### src/core/smc_pkg.sv
// Shared constants for the serializer mode and comma control block.
// Assumes a single 50 MHz system clock; byte clock is sampled as data.
package smc_pkg;
    localparam int WORD_W = 10;
    localparam int SER_CNT_W = 4;
    // Seven-bit comma prefix; the first bit to arrive is the top bit.
    localparam logic [6:0] COMMA_PAT = 7'h1F;
    localparam int COMMA_LEN = 7;
    // Serial data rates in MBd, kept for reference only; no module or bench uses them.
    localparam int RATE_HALF_MBD = 1250;
    localparam int RATE_FULL_MBD = 2500;
    localparam logic [WORD_W-1:0] WORD_RST = 10'h000;
    localparam logic SER_IDLE = 1'b1;
endpackage : smc_pkg

### src/core/smc_skid.sv
// Two-entry buffer with valid and ready on both sides.
// Assumes one clock domain; no word is lost when the sink stalls.
`timescale 1ns/1ns
module smc_skid #(
    parameter int W = 10
) (
    input wire logic clk, // System clock.
    input wire logic rst, // Asynchronous reset, active high.
    input wire logic in_valid, // Word offered.
    output logic in_ready, // Space for a word.
    input wire logic [W-1:0] in_data, // Word in.
    output logic out_valid, // Word available.
    input wire logic out_ready, // Sink takes word.
    output logic [W-1:0] out_data // Oldest word.
);
    logic [W-1:0] mem_q [2];
    logic rd_q;
    logic wr_q;
    logic [1:0] cnt_q;
    logic push;
    logic pop;

    assign in_ready = (cnt_q != 2'd2);
    assign out_valid = (cnt_q != 2'd0);
    assign out_data = mem_q[rd_q];
    assign push = in_valid && in_ready;
    assign pop = out_valid && out_ready;

    always_ff @(posedge clk or posedge rst) begin
        if (rst) begin
            mem_q[0] <= '0;
            mem_q[1] <= '0;
        end else if (push) begin
            mem_q[wr_q] <= in_data;
        end
    end

    always_ff @(posedge clk or posedge rst) begin
        if (rst) begin
            rd_q <= 1'b0;
            wr_q <= 1'b0;
            cnt_q <= 2'd0;
        end else begin
            if (push) wr_q <= ~wr_q;
            if (pop) rd_q <= ~rd_q;
            if (push && !pop) cnt_q <= cnt_q + 2'd1;
            else if (pop && !push) cnt_q <= cnt_q - 2'd1;
        end
    end
endmodule : smc_skid

### src/core/smc_top.sv
// Mode and comma control for a 10-bit serializer/deserializer.
// Assumes byte clock, data and mode pins are synchronous to SYS_CLK;
// one serial bit is handled per clock cycle in this model.
//
// Notes on behaviour
// Loopback routes own transmit stream into receiver.
// Loopback holds output high, ignores input.
// Comma detection only while enable is high.
// Flag raised on positive-disparity comma prefix.
// Rate low: capture on byte-clock falling edge.
// Rate high: capture on both byte-clock edges.
// Bit zero transmitted first, least significant.
// Comma realigns receive word to bit zero.
`timescale 1ns/1ns
module smc_top #(
    parameter int WORD_W = smc_pkg::WORD_W
) (
    input wire logic SYS_CLK, // System clock, 50 MHz.
    input wire logic RESET, // Asynchronous reset, active high.
    input wire logic TRANSMIT_BYTE_CLOCK, // Sampled byte clock.
    input wire logic [WORD_W-1:0] TX_WORD, // Parallel transmit word.
    output logic TX_READY, // Capture path can take a word.
    input wire logic TX_RATE_FULL, // High selects full rate.
    input wire logic SERIAL_LOOPBACK_ENABLE, // Internal loopback.
    input wire logic COMMA_DETECT_ENABLE, // Enables comma search.
    input wire logic SERIAL_IN, // External serial input.
    output logic SERIAL_OUT_PAIR, // External serial output.
    output logic [WORD_W-1:0] RX_WORD, // Received parallel word.
    output logic RX_VALID, // Received word present.
    input wire logic RX_READY, // Receiver takes word.
    output logic COMMA_FOUND_FLAG // Comma seen this word.
);
    // ----------------------------------------------------------------
    // Transmit capture
    // ----------------------------------------------------------------
    logic tbc_q;
    logic cap_fall;
    logic cap_rise;
    logic capture;
    logic buf_valid;
    logic buf_ready;
    logic [WORD_W-1:0] buf_data;

    assign cap_fall = tbc_q && !TRANSMIT_BYTE_CLOCK;
    assign cap_rise = !tbc_q && TRANSMIT_BYTE_CLOCK;
    // Half rate ignores the rising edge entirely.
    assign capture = cap_fall || (TX_RATE_FULL && cap_rise);

    // Reset to the idle low level of the byte clock, so that no false
    // edge is seen in the first cycle after reset.
    always_ff @(posedge SYS_CLK or posedge RESET) begin
        if (RESET) begin
            tbc_q <= 1'b0;
        end else begin
            tbc_q <= TRANSMIT_BYTE_CLOCK;
        end
    end

    smc_skid #(.W(WORD_W)) u_txbuf (
        .clk(SYS_CLK),
        .rst(RESET),
        .in_valid(capture),
        .in_ready(TX_READY),
        .in_data(TX_WORD),
        .out_valid(buf_valid),
        .out_ready(buf_ready),
        .out_data(buf_data)
    );

    // ----------------------------------------------------------------
    // Serializer
    // ----------------------------------------------------------------
    logic [WORD_W-1:0] sh_q;
    logic [smc_pkg::SER_CNT_W-1:0] left_q;
    logic ser_bit_q;
    logic ser_act_q;

    // A word is taken only once the last bit of the one before is out.
    assign buf_ready = (left_q == '0);

    // Bit zero leaves first; the line rests at one between words.

    always_ff @(posedge SYS_CLK or posedge RESET) begin
        if (RESET) begin
            sh_q <= smc_pkg::WORD_RST;
            left_q <= '0;
            ser_bit_q <= smc_pkg::SER_IDLE;
            ser_act_q <= 1'b0;
        end else if (buf_ready && buf_valid) begin
            sh_q <= buf_data >> 1;
            ser_bit_q <= buf_data[0];
            left_q <= smc_pkg::SER_CNT_W'(WORD_W - 1);
            ser_act_q <= 1'b1;
        end else if (left_q != '0) begin
            ser_bit_q <= sh_q[0];
            sh_q <= sh_q >> 1;
            left_q <= left_q - 1'b1;
        end else begin
            ser_bit_q <= smc_pkg::SER_IDLE;
            ser_act_q <= 1'b0;
        end
    end

    // Output pair forced to one in loopback so the far end sees idle.
    assign SERIAL_OUT_PAIR = SERIAL_LOOPBACK_ENABLE ? 1'b1 : ser_bit_q;

    // ----------------------------------------------------------------
    // Receive path
    // ----------------------------------------------------------------
    logic rx_bit;
    logic rx_act;
    logic [WORD_W-1:0] rx_sh_q;
    logic [WORD_W-1:0] nxt_sh;

    // Loopback takes the internal stream and disregards SERIAL_IN.
    assign rx_bit = SERIAL_LOOPBACK_ENABLE ? ser_bit_q : SERIAL_IN;
    // In loopback only bits that the serializer really sends are counted,
    // so idle ones between words do not move the word boundary.
    assign rx_act = SERIAL_LOOPBACK_ENABLE ? ser_act_q : 1'b1;
    // Newest bit enters at the top; oldest ends in bit zero.
    assign nxt_sh = {rx_bit, rx_sh_q[WORD_W-1:1]};

    always_ff @(posedge SYS_CLK or posedge RESET) begin
        if (RESET) begin
            rx_sh_q <= smc_pkg::WORD_RST;
        end else if (rx_act) begin
            rx_sh_q <= nxt_sh;
        end
    end

    // ----------------------------------------------------------------
    // Comma search
    // ----------------------------------------------------------------
    // The pattern constant keeps its first arrival in the top bit, while
    // the shift register keeps the first arrival in bit zero, so the
    // reference is the pattern reversed, one bit at a time.
    logic [smc_pkg::COMMA_LEN-1:0] comma_ref;
    logic comma_hit;

    for (genvar i = 0; i < smc_pkg::COMMA_LEN; i++) begin : g_comma_ref
        assign comma_ref[i] = smc_pkg::COMMA_PAT[smc_pkg::COMMA_LEN - 1 - i];
    end

    // A hit is taken when the comma's seven fixed bits fill the lowest
    // bits, the moment at which its whole ten-bit character is in view.
    assign comma_hit = COMMA_DETECT_ENABLE &&
        (nxt_sh[smc_pkg::COMMA_LEN-1:0] == comma_ref);

    // ----------------------------------------------------------------
    // Word framing
    // ----------------------------------------------------------------
    logic [smc_pkg::SER_CNT_W-1:0] rx_cnt_q;
    logic word_done;
    logic emit;

    assign word_done = rx_cnt_q == smc_pkg::SER_CNT_W'(WORD_W - 1);
    // A comma closes its word at once wherever the old boundary lay, and
    // the count restarts there, so every later word stays aligned to it.
    assign emit = rx_act && (word_done || comma_hit);

    always_ff @(posedge SYS_CLK or posedge RESET) begin
        if (RESET) begin
            rx_cnt_q <= '0;
        end else if (emit) begin
            rx_cnt_q <= '0;
        end else if (rx_act) begin
            rx_cnt_q <= rx_cnt_q + 1'b1;
        end
    end

    // ----------------------------------------------------------------
    // Received word and comma flag
    // ----------------------------------------------------------------
    logic [WORD_W-1:0] rx_word_q;
    logic comma_q;
    logic emit_q;
    logic rx_out_ready;

    always_ff @(posedge SYS_CLK or posedge RESET) begin
        if (RESET) begin
            rx_word_q <= smc_pkg::WORD_RST;
        end else if (emit) begin
            rx_word_q <= nxt_sh;
        end
    end

    // The flag follows each finished word and drops as soon as
    // detection is switched off, without waiting for the next word.
    always_ff @(posedge SYS_CLK or posedge RESET) begin
        if (RESET) begin
            comma_q <= 1'b0;
        end else if (emit) begin
            comma_q <= comma_hit;
        end else if (!COMMA_DETECT_ENABLE) begin
            comma_q <= 1'b0;
        end
    end

    // A finished word waits here until the buffer has room. A word
    // finished meanwhile replaces it: a sink that stalls for longer than
    // the buffer can absorb loses words, the price of a short buffer.
    always_ff @(posedge SYS_CLK or posedge RESET) begin
        if (RESET) begin
            emit_q <= 1'b0;
        end else if (emit) begin
            emit_q <= 1'b1;
        end else if (rx_out_ready) begin
            emit_q <= 1'b0;
        end
    end

    smc_skid #(.W(WORD_W)) u_rxbuf (
        .clk(SYS_CLK),
        .rst(RESET),
        .in_valid(emit_q),
        .in_ready(rx_out_ready),
        .in_data(rx_word_q),
        .out_valid(RX_VALID),
        .out_ready(RX_READY),
        .out_data(RX_WORD)
    );

    assign COMMA_FOUND_FLAG = comma_q;
endmodule : smc_top

### config.mk
export PLATFORM = sky130hd
export DESIGN_NAME = smc_top
export DESIGN_NICKNAME = d
export VERILOG_FILES = /design/src/core/smc_pkg.sv /design/src/core/smc_skid.sv /design/src/core/smc_top.sv
export SDC_FILE = /design/constraint.sdc
export NUM_CORES = 1
export LEC_CHECK = 0
export BUFFER_PORTS_ARGS = -buffer_cell sky130_fd_sc_hd__buf_2
export CAP_MARGIN = 15
export CORE_ASPECT_RATIO = 1.2
export CORE_MARGIN = 2
export CORE_UTILIZATION = 30
export DETAILED_ROUTE_END_ITERATION = 10
export PLACE_DENSITY = 0.51
export SKIP_CTS_REPAIR_TIMING = 1
export SLEW_MARGIN = 20
export SYNTH_ARGS = -nofsm -noshare
export SYNTH_HDL_FRONTEND = slang
export SYNTH_SLANG_ARGS = --single-unit
### constraint.sdc
create_clock -name SYS_CLK -period 3.1 [get_ports SYS_CLK]
set_input_delay 0.62 -clock SYS_CLK [delete_from_list [all_inputs] [get_ports SYS_CLK]]
set_output_delay 0.62 -clock SYS_CLK [all_outputs]
set_load 0.05 [all_outputs]
# Word level (Yosys, flattened, before mapping)
# Cells that the tools add are included.
# Widths: inputs -> output; s select.
# word_totals
inputBits	18
word_cells	111
ff_bits	91
output_inout_bits	14
# op_classes
addsub	6
reduce_logical	32
magnitude_cmp	6
eq_ne	6
n_bitwise	8
n_mux	33
# ops
op	count
$mux 10	10
$bwmux 20	2
$demux 10 s1	2
$mux 4	4
$logic_and 1x1->1	15
$reduce_bool 2->1	7
$mux 1	11
$ge 2x2->1 const B	4
$mux 2	4
$not 1->2	4
$eq 7x7->1 const B	1
$logic_not 1->1	6
$add 2x1->2 const B	2
$add 4x1->4 const B	1
$eq 4x4->1 const B	1
$logic_not 4->1	1
$lt 2x1->1 const B	2
$ne 2x1->1 const B	2
$ne 2x2->1 const B	2
$not 1->1	4
$reduce_bool 4->1	1
$sub 2x1->2 const B	2
$sub 4x1->4 const B	1
$logic_or 1x1->1	2

# Depth between registers and ports, before layout
# Gate-level depths: netlist of the first run.
# depth
word_depth	9
ltp_mapped	8
depth_no_buf	8

# Cells and area by module
# A second synthesis of the first run with hierarchy kept.
# hier_totals
hier_cells	320
area_unflattened_um2	4146.5
# by_module_without_submodules
mod	cells_each	seq_area_each_um2	n_inst	area_per_inst_um2
smc_top	178	1027.2	1	1861.8
smc_skid (u_txbuf)	71	600.6	1	1163.6
smc_skid (u_rxbuf)	71	600.6	1	1121.1

# Worst setup path before layout of the first run
# Ideal clock, no wire load.
# synth_path
path_kind	reg-to-reg
startpoint	reg left_q[0] (netlist bit)
endpoint	reg u_txbuf.cnt_q[1]
required_ns	3.021
setup_slack_ns	1.178
path_buffers	0
arrival_ns	1.843
stages_incl_launch_ff	9
synth_period_minus_slack_ns	1.922
setup_ns	0.079
cell_sequence	dfrtp_1 inv_1 ha_1 nor3b_1 nand2_1 ha_1 xor2_1 nor2_1 xor2_1
# synth_via
elab_chain_cells	5
elab_cells_between_ends	7
cone_classes	mux (1); reduce/logical (6)
# synth_lines
element	line	rtl
start: declaration	smc_top.sv:74	logic [smc_pkg::SER_CNT_W-1:0] left_q;
start signal: assignment	smc_top.sv:92	left_q <= smc_pkg::SER_CNT_W'(WORD_W - 1);
start signal: assignment	smc_top.sv:97	left_q <= left_q - 1'b1;
$logic_not 4->1 (*)	smc_top.sv:79	assign buf_ready = (left_q == '0);
$logic_and 1x1->1 (*)	smc_skid.sv:27	assign pop = out_valid && out_ready;
$logic_not 1->1	smc_skid.sv:46	if (push && !pop) cnt_q <= cnt_q + 2'd1;
$logic_and 1x1->1	smc_skid.sv:46	
$mux 2 or $reduce_bool 2->1 (tied branches)	n/a	
end signal: assignment	smc_skid.sv:46	
end signal: assignment	smc_skid.sv:47	else if (pop && !push) cnt_q <= cnt_q - 2'd1;
end: declaration	smc_skid.sv:19	logic [1:0] cnt_q;
# Mark *: on every way between the ends. The rest lies on a longest branch, timed or not.
# A chain may end at the register's enable or synchronous reset.

# Worst setup path in the final report of the first run
# layout_path
startpoint	reg u_rxbuf.rd_q
endpoint	out RX_WORD[8]
# layout_via
elab_chain_cells	4
# layout_lines
element	line	rtl
start: declaration	smc_skid.sv:17	logic rd_q;
start signal: assignment	smc_skid.sv:45	if (pop) rd_q <= ~rd_q;
$not 1->2 (implied by the code)	smc_skid.sv:25	assign out_data = mem_q[rd_q];
$mux 10 (implied by the code) (3 in series)	smc_skid.sv:25	
end: declaration	smc_top.sv:28	output logic [WORD_W-1:0] RX_WORD,
# Every way passes these cells. The select of a mux whose other input is x is not followed.

==> flow_metrics.tcl, run 1 <==
set metrics [dict create \
    status "completed" \
    p_seq_frac 0.418 \
    cts_buffers 9 \
    drc 0 \
    setup_viol 0 \
    clock_skew_ps 6.352 \
    wl_met2_um 3524 \
    fin_tns_setup_ps 0 \
    nets 376 \
    first_global_vias 2522 \
    antenna_found_initial 0 \
    tightest_slew_ps 727.6 \
    synth-seq-cells 89 \
    floorplan.rows 45 \
    cp.arrival_ps 1600 \
    synthAdderAreaFrac 0.01904 \
    clock_latency_ps 340 \
    synth_top_family_by_area "multiplexers" \
    pre_cts_slack_ps 1070 \
    grt_usage 0.1135 \
    met1_length_um 3254 \
    synthTopCellsByArea "dfrtp_1 56%, mux2_2 16%, nand2_1 3.3%, mux2i_1 2.8%, o21ai_0 2.4%" \
    num-fill-cells 1267 \
    worst-setup-path-type "reg -> out" \
    syn_area_sq_um 3944 \
    final_core_util 0.3618 \
    p_sw_frac 0.3524 \
    clk_path_buf_depth 2 \
    vias_per_cell 4.715 \
    p_clk_frac 0.232 \
    initial_core_util 0.3099 \
    drv_slew 0 \
    grt_pass1_wl_um 12460 \
    combPwrFrac 0.351 \
    max_slew_margin 0.5149 \
    fin_crit_sh 0.7147 \
    p_leak_nw 2.155 \
    gr-total-overflow 0 \
    ant_nets 0 \
    synth-async-reset-ratio 1.000 \
    wl_um 7138 \
    synth_edf_count 0 \
    synth-compound-area-share 0.07582 \
    clock_sinks 89 \
    yosys-mux-area-fraction 0.1935 \
    met3WireLength_um 275 \
    num_antenna_cells 0 \
    cts_max_level 3 \
    die_w_um 108.7 \
    vias 2452 \
    yosysWarnings 0 \
    p_sw_mw 1.734 \
    path_clk_slew_ps 70 \
    hold_viol_final 0 \
    min_path_type "in -> async" \
    intPower_mw 3.187 \
    clockRootBuffer "clkbuf_16" \
    synth_ff_type "dfrtp_1" \
    vdd_drop_max_uv 427.2 \
    synth-seq-area-share 0.5650 \
    worstPathMaxFanout 11 \
    crit_required_ps 2480 \
    yosysUniqueCellTypes 46 \
    drt-pass1-iter-count 4 \
    port_buffers 31 \
    yosysTopAreaCell "dfrtp_1" \
    clock.fmax_mhz 451.3 \
    synth_xor_area_frac 0.02665 \
    synth_nets 342 \
    power.density_nw_per_um2 1069 \
    top_layer "met4" \
    die_area_sq_um 14080 \
    die-height_um 129.6 \
    coreArea_sq_um 12720 \
    drt_iter0_markers 96 \
    num_io_pins 32 \
    dpl.hpwl_um 4839 \
    synth_cells 318 \
    drv_cap 0 \
    syn_area_per_cell_sq_um 12.40 \
    grt_max_degree 50 \
    worst_setup_path_start_kind "flip-flop" \
    cp-end-kind "output port" \
    wl_per_cell_um 13.73 \
    rsz0062_at_grt "false" \
    syn_to_final_growth_pct 16.75 \
    synth_top_cell_area_share 0.5584 \
    synth_simple_gate_area_frac 0.09676 \
    layout-drive-gt1-share 0.3258 \
    cts_tree "done" \
    post-route-worst-setup-slack_ps 884.4 \
    place_congestion 0.6965 \
    min_period_ps 2216 \
]
==> critical path, stage by stage, from the launching register on <==
cell and delay, ps:
dfrtp_1 650, mux2_2 400, buf_2 210
==> registers in the layout, indices dropped and copies added, names as in the netlist <==
name              flops
emit_q                1
rx_word_q            10
u_txbuf.mem_q        20
u_rxbuf.rd_q          1
u_txbuf.cnt_q         2
u_txbuf.wr_q          1
sh_q                  9
rx_sh_q               9
u_txbuf.rd_q          1
u_rxbuf.wr_q          1
u_rxbuf.mem_q        20
ser_bit_q             1
u_rxbuf.cnt_q         2
rx_cnt_q              4
tbc_q                 1
left_q                4
COMMA_FOUND_FLAG      1
ser_act_q             1
==> layer usage <==
metal / vias to the layer above / GRT usage
met5: - / 0
met4: 0 / 0.04299
met3: 9 / 0.03169
met2: 43 / 0.1882
met1: 1217 / 0.1404
li1: 1183 / -
==> area by class of cell <==
| class | instances | area, sq um | share of cell area |
|---|---|---|---|
| multi-input combinational | 208 | 1624 | 0.3527 |
| inverter | 8 | 31.28 | 0.006793 |
| timing repair buffer | 36 | 205.2 | 0.04457 |
| clock buffer | 10 | 229.0 | 0.04973 |
| clock inverter | 5 | 81.33 | 0.01766 |
| sequential | 89 | 2228 | 0.4840 |
| tap | 164 | 205.2 | 0.04457 |
==> power groups by stage <==
stage | combinational [mW] | sequential, mW | clock, mW
final | 1.73 | 2.06 | 1.14
after global routing | 1.92 | 2.13 | 1.23
after CTS | 1.76 | 2.06 | 1.18
after detailed placement | 1.75 | 2.08 | 0
after global placement | 1.71 | 2.05 | 0
after floorplan | 1.51 | 1.92 | 0
==> kinds of logic (layout without fill, tap and decap cells) <==
family | after synthesis | in the layout
xor+xnor | 12 | 12
compound gates | 46 | 46
flops | 89 | 89
fa+ha+maj | 6 | 6
buf+inv | 21 | 59
simple gates | 75 | 75
mux | 69 | 69
==> stage by stage <==
| step | hold WS [ps] | cells | power (mW) | cell area, sq um |
|---|---|---|---|---|
| floorplan | 445.8 | 318 | 3.433 | 3944 |
| global placement | 461.9 | 505 | 3.763 | 4294 |
| detailed placement | 471.4 | 505 | 3.829 | 4294 |
| CTS | 399.7 | 520 | 5.002 | 4604 |
| global route | 438.0 | 520 | 5.278 | 4604 |
| finish | 374.5 | 520 | 4.921 | 4604 |
==> synth_stat cells (2+ instances only) <==
library cell / number
ha_1: 6
a21oi_1: 5
o2bb2ai_1: 2
dfrtp_1: 88
nand2_1: 35
a211oi_1: 2
mux2_2: 55
xor2_1: 5
nand3_1: 7
clkbuf_1: 5
a31oi_1: 2
o21ai_0: 19
nor3b_1: 3
xnor2_1: 7
nor2_1: 12
mux2_1: 3
mux2i_1: 11
or2_2: 3
inv_1: 8
buf_2: 7
nor2b_1: 2
o22ai_1: 6
nand2b_1: 2
==> cells in the final DEF (no fill, tap or decap), drive strengths merged, types with 3 or more instances in the layout <==
master and n:
dfrtp 88, mux2 58, buf 36, nand2 35
o21ai 19, nor2 12, mux2i 11, clkbuf 10
xnor2 7, inv 7, nand3 7, o22ai 6
ha 6, a21oi 6, xor2 5, nor3b 3
or2 3, nand2b 3, a211oi 3, clkinv 3
==> worst paths after layout <==
path                                     start                 to  slack (ps)  cells past startpoint
min in group SYS_CLK       TRANSMIT_BYTE_CLOCK              tbc_q         450                      1
setup / recovery                  u_rxbuf.rd_q         RX_WORD[8]         880                      2
hold / removal                           RESET  u_txbuf.mem_q[13]         370                      2
hold reg to reg                        sh_q[6]            sh_q[5]         480                      2
max in group asynchronous                RESET         rx_sh_q[4]        2040                      3
setup reg to reg                     left_q[0]          left_q[0]        1340                      5
(Power assumes the default switching activity.)
==> inputs of run 2 (changes only) <==
--- a/config.mk
+++ b/config.mk
@@ -11,7 +11,7 @@
 export CORE_MARGIN = 2
 export CORE_UTILIZATION = 30
 export DETAILED_ROUTE_END_ITERATION = 10
-export PLACE_DENSITY = 0.51
+export PLACE_DENSITY = 0.5
 export SKIP_CTS_REPAIR_TIMING = 1
 export SLEW_MARGIN = 20
 export SYNTH_ARGS = -nofsm -noshare
==> constraint.sdc (replaced) <==
create_clock -name SYS_CLK -period 2.09 [get_ports SYS_CLK]
set_input_delay 0.418 -clock SYS_CLK [delete_from_list [all_inputs] [get_ports SYS_CLK]]
set_output_delay 0.418 -clock SYS_CLK [all_outputs]
set_load 0.05 [all_outputs]
==> flow_metrics.tcl, run 2 (synthesized netlist as in run 1, its figures left out) <==
set metrics [dict create \
    crit_required_ps 1670 \
    clock_skew_ps 6.266 \
    grt_max_degree 77 \
    worstPathMaxFanout 11 \
    dpl.hpwl_um 4904 \
    p_leak_nw 2.162 \
    antenna_found_initial 0 \
    die_area_sq_um 14080 \
    vias_per_cell 4.565 \
    p_sw_frac 0.3496 \
    clockRootBuffer "clkbuf_16" \
    syn_to_final_growth_pct 17.48 \
    cp-end-kind "output port" \
    cts_buffers 9 \
    status "completed" \
    crit_family "flip-flops" \
    power_mw 7.313 \
    die_w_um 108.7 \
    cp.arrival_ps 1460 \
    final_cell_mix "87 x dfrtp_1, 55 x mux2_2, 35 x nand2_1" \
    setup_viol 0 \
    place_congestion 0.7381 \
    tightest_slew_ps 530.9 \
    path_clk_slew_ps 60 \
    port_buffers 31 \
    critPathBufInv 1 \
    p_clk_frac 0.230 \
    clock_sinks 89 \
    num_antenna_cells 0 \
    gr-total-overflow 0 \
    initial_core_util 0.3099 \
    first_global_vias 2487 \
    hold_viol_final 0 \
    floorplan.rows 45 \
    wl_per_cell_um 13.37 \
    max_slew_margin 0.6451 \
    worst_setup_path_start_kind "flip-flop" \
    fin_crit_sh 0.9005 \
    die-height_um 129.6 \
    clock_latency_ps 330 \
    vdd_drop_max_uv 665.7 \
    worst-setup-path-type "reg -> out" \
    coreArea_sq_um 12720 \
    vias 2392 \
    clock.fmax_mhz 531.3 \
    grt_pass1_wl_um 12070 \
    final_common_cell "dfrtp_1" \
    min_period_ps 1882 \
    num_io_pins 32 \
    clk_path_buf_depth 2 \
    cp_slowest_cell "dfrtp_2" \
    cts_tree "done" \
    crit_chain "mux2_2 -> buf_2" \
    nets 379 \
    drv_slew 0 \
    drc 0 \
    rsz0062_at_grt "false" \
    p_seq_frac 0.418 \
    intPower_mw 4.756 \
    drt_iter0_markers 70 \
    power.density_nw_per_um2 1578 \
    fin_tns_setup_ps 0 \
    cts_max_level 3 \
    num-fill-cells 1292 \
    drt-pass1-iter-count 4 \
    wl_um 7007 \
    p_sw_mw 2.557 \
    ant_nets 0 \
    min_path_type "in -> async" \
    grt_usage 0.1081 \
    slowest_delay_ps 540 \
    reg_top3 "u_rxbuf.mem_q x20, u_txbuf.mem_q x20, rx_word_q x10" \
    layout-drive-gt1-share 0.3333 \
    drv_cap 0 \
    combPwrFrac 0.352 \
]
[run 2: cell types whose count changed in the layout (fill, tap and decap cells not counted), sizes merged]
cell and delta:
clkinv -2, clkbuf +1, buf +3, clkinvlp +2
[run 2: power groups by stage]
stage	Combinational, mW	Clock (mW)	Sequential [mW]
2_1_floorplan	2.24	0	2.85
3_3_place_gp	2.57	0	3.07
3_5_place_dp	2.61	0	3.10
4_1_cts	2.63	1.74	3.07
5_1_grt	2.85	1.81	3.17
6_report	2.57	1.68	3.06
[run 2: layout make-up]
| class | instances | area [sq um] | area share |
|---|---|---|---|
| clock buffers | 11 | 232.7 | 0.05023 |
| multi-input cells | 208 | 1624 | 0.3505 |
| well taps | 164 | 205.2 | 0.04429 |
| clock inverters | 5 | 80.08 | 0.01728 |
| repair buffers | 39 | 227.7 | 0.04915 |
| flip-flops and latches | 89 | 2230 | 0.4812 |
| inverters | 8 | 33.78 | 0.007291 |
[run 2: path summary, 6_finish.rpt]
kind,depth (start not counted),to,slack (ps),from
max,2,RX_WORD[3],210,u_rxbuf.rd_q
min,2,u_txbuf.mem_q[18],70,RESET
max reg2reg,5,left_q[0],340,left_q[0]
min reg2reg,2,sh_q[1],480,sh_q[2]
max in group asynchronous,3,rx_cnt_q[2],1320,RESET
min in group SYS_CLK,1,tbc_q,250,TRANSMIT_BYTE_CLOCK
[run 2: worst reg2reg max path: cells and delay by family (launching register included)]
kind,cells,cell delay (ps)
simple gates,2,870
compound gates,1,110
buf+inv,1,110
fa+ha+maj,1,170
flops,1,380
[run 2: metrics by stage]
stage	area (sq um)	utilization	std cells	setup slack, ps	hold slack, ps
floorplan	3948	-	318	168.3	445.8
global placement	4319	0.3394	508	378.9	418.2
detailed placement	4319	0.3394	508	336.9	419.5
CTS	4632	0.3640	524	16.57	68.55
global route	4633	0.3641	524	159.6	77.14
finish	4633	0.3641	524	207.9	67.56
[run 2: per-layer routing]
metal,part of all wire,track usage
met1,0.48,0.1387
met2,0.47,0.1816
met3,0.037,0.02767
met4,0.0069,0.02790
met5,0,0
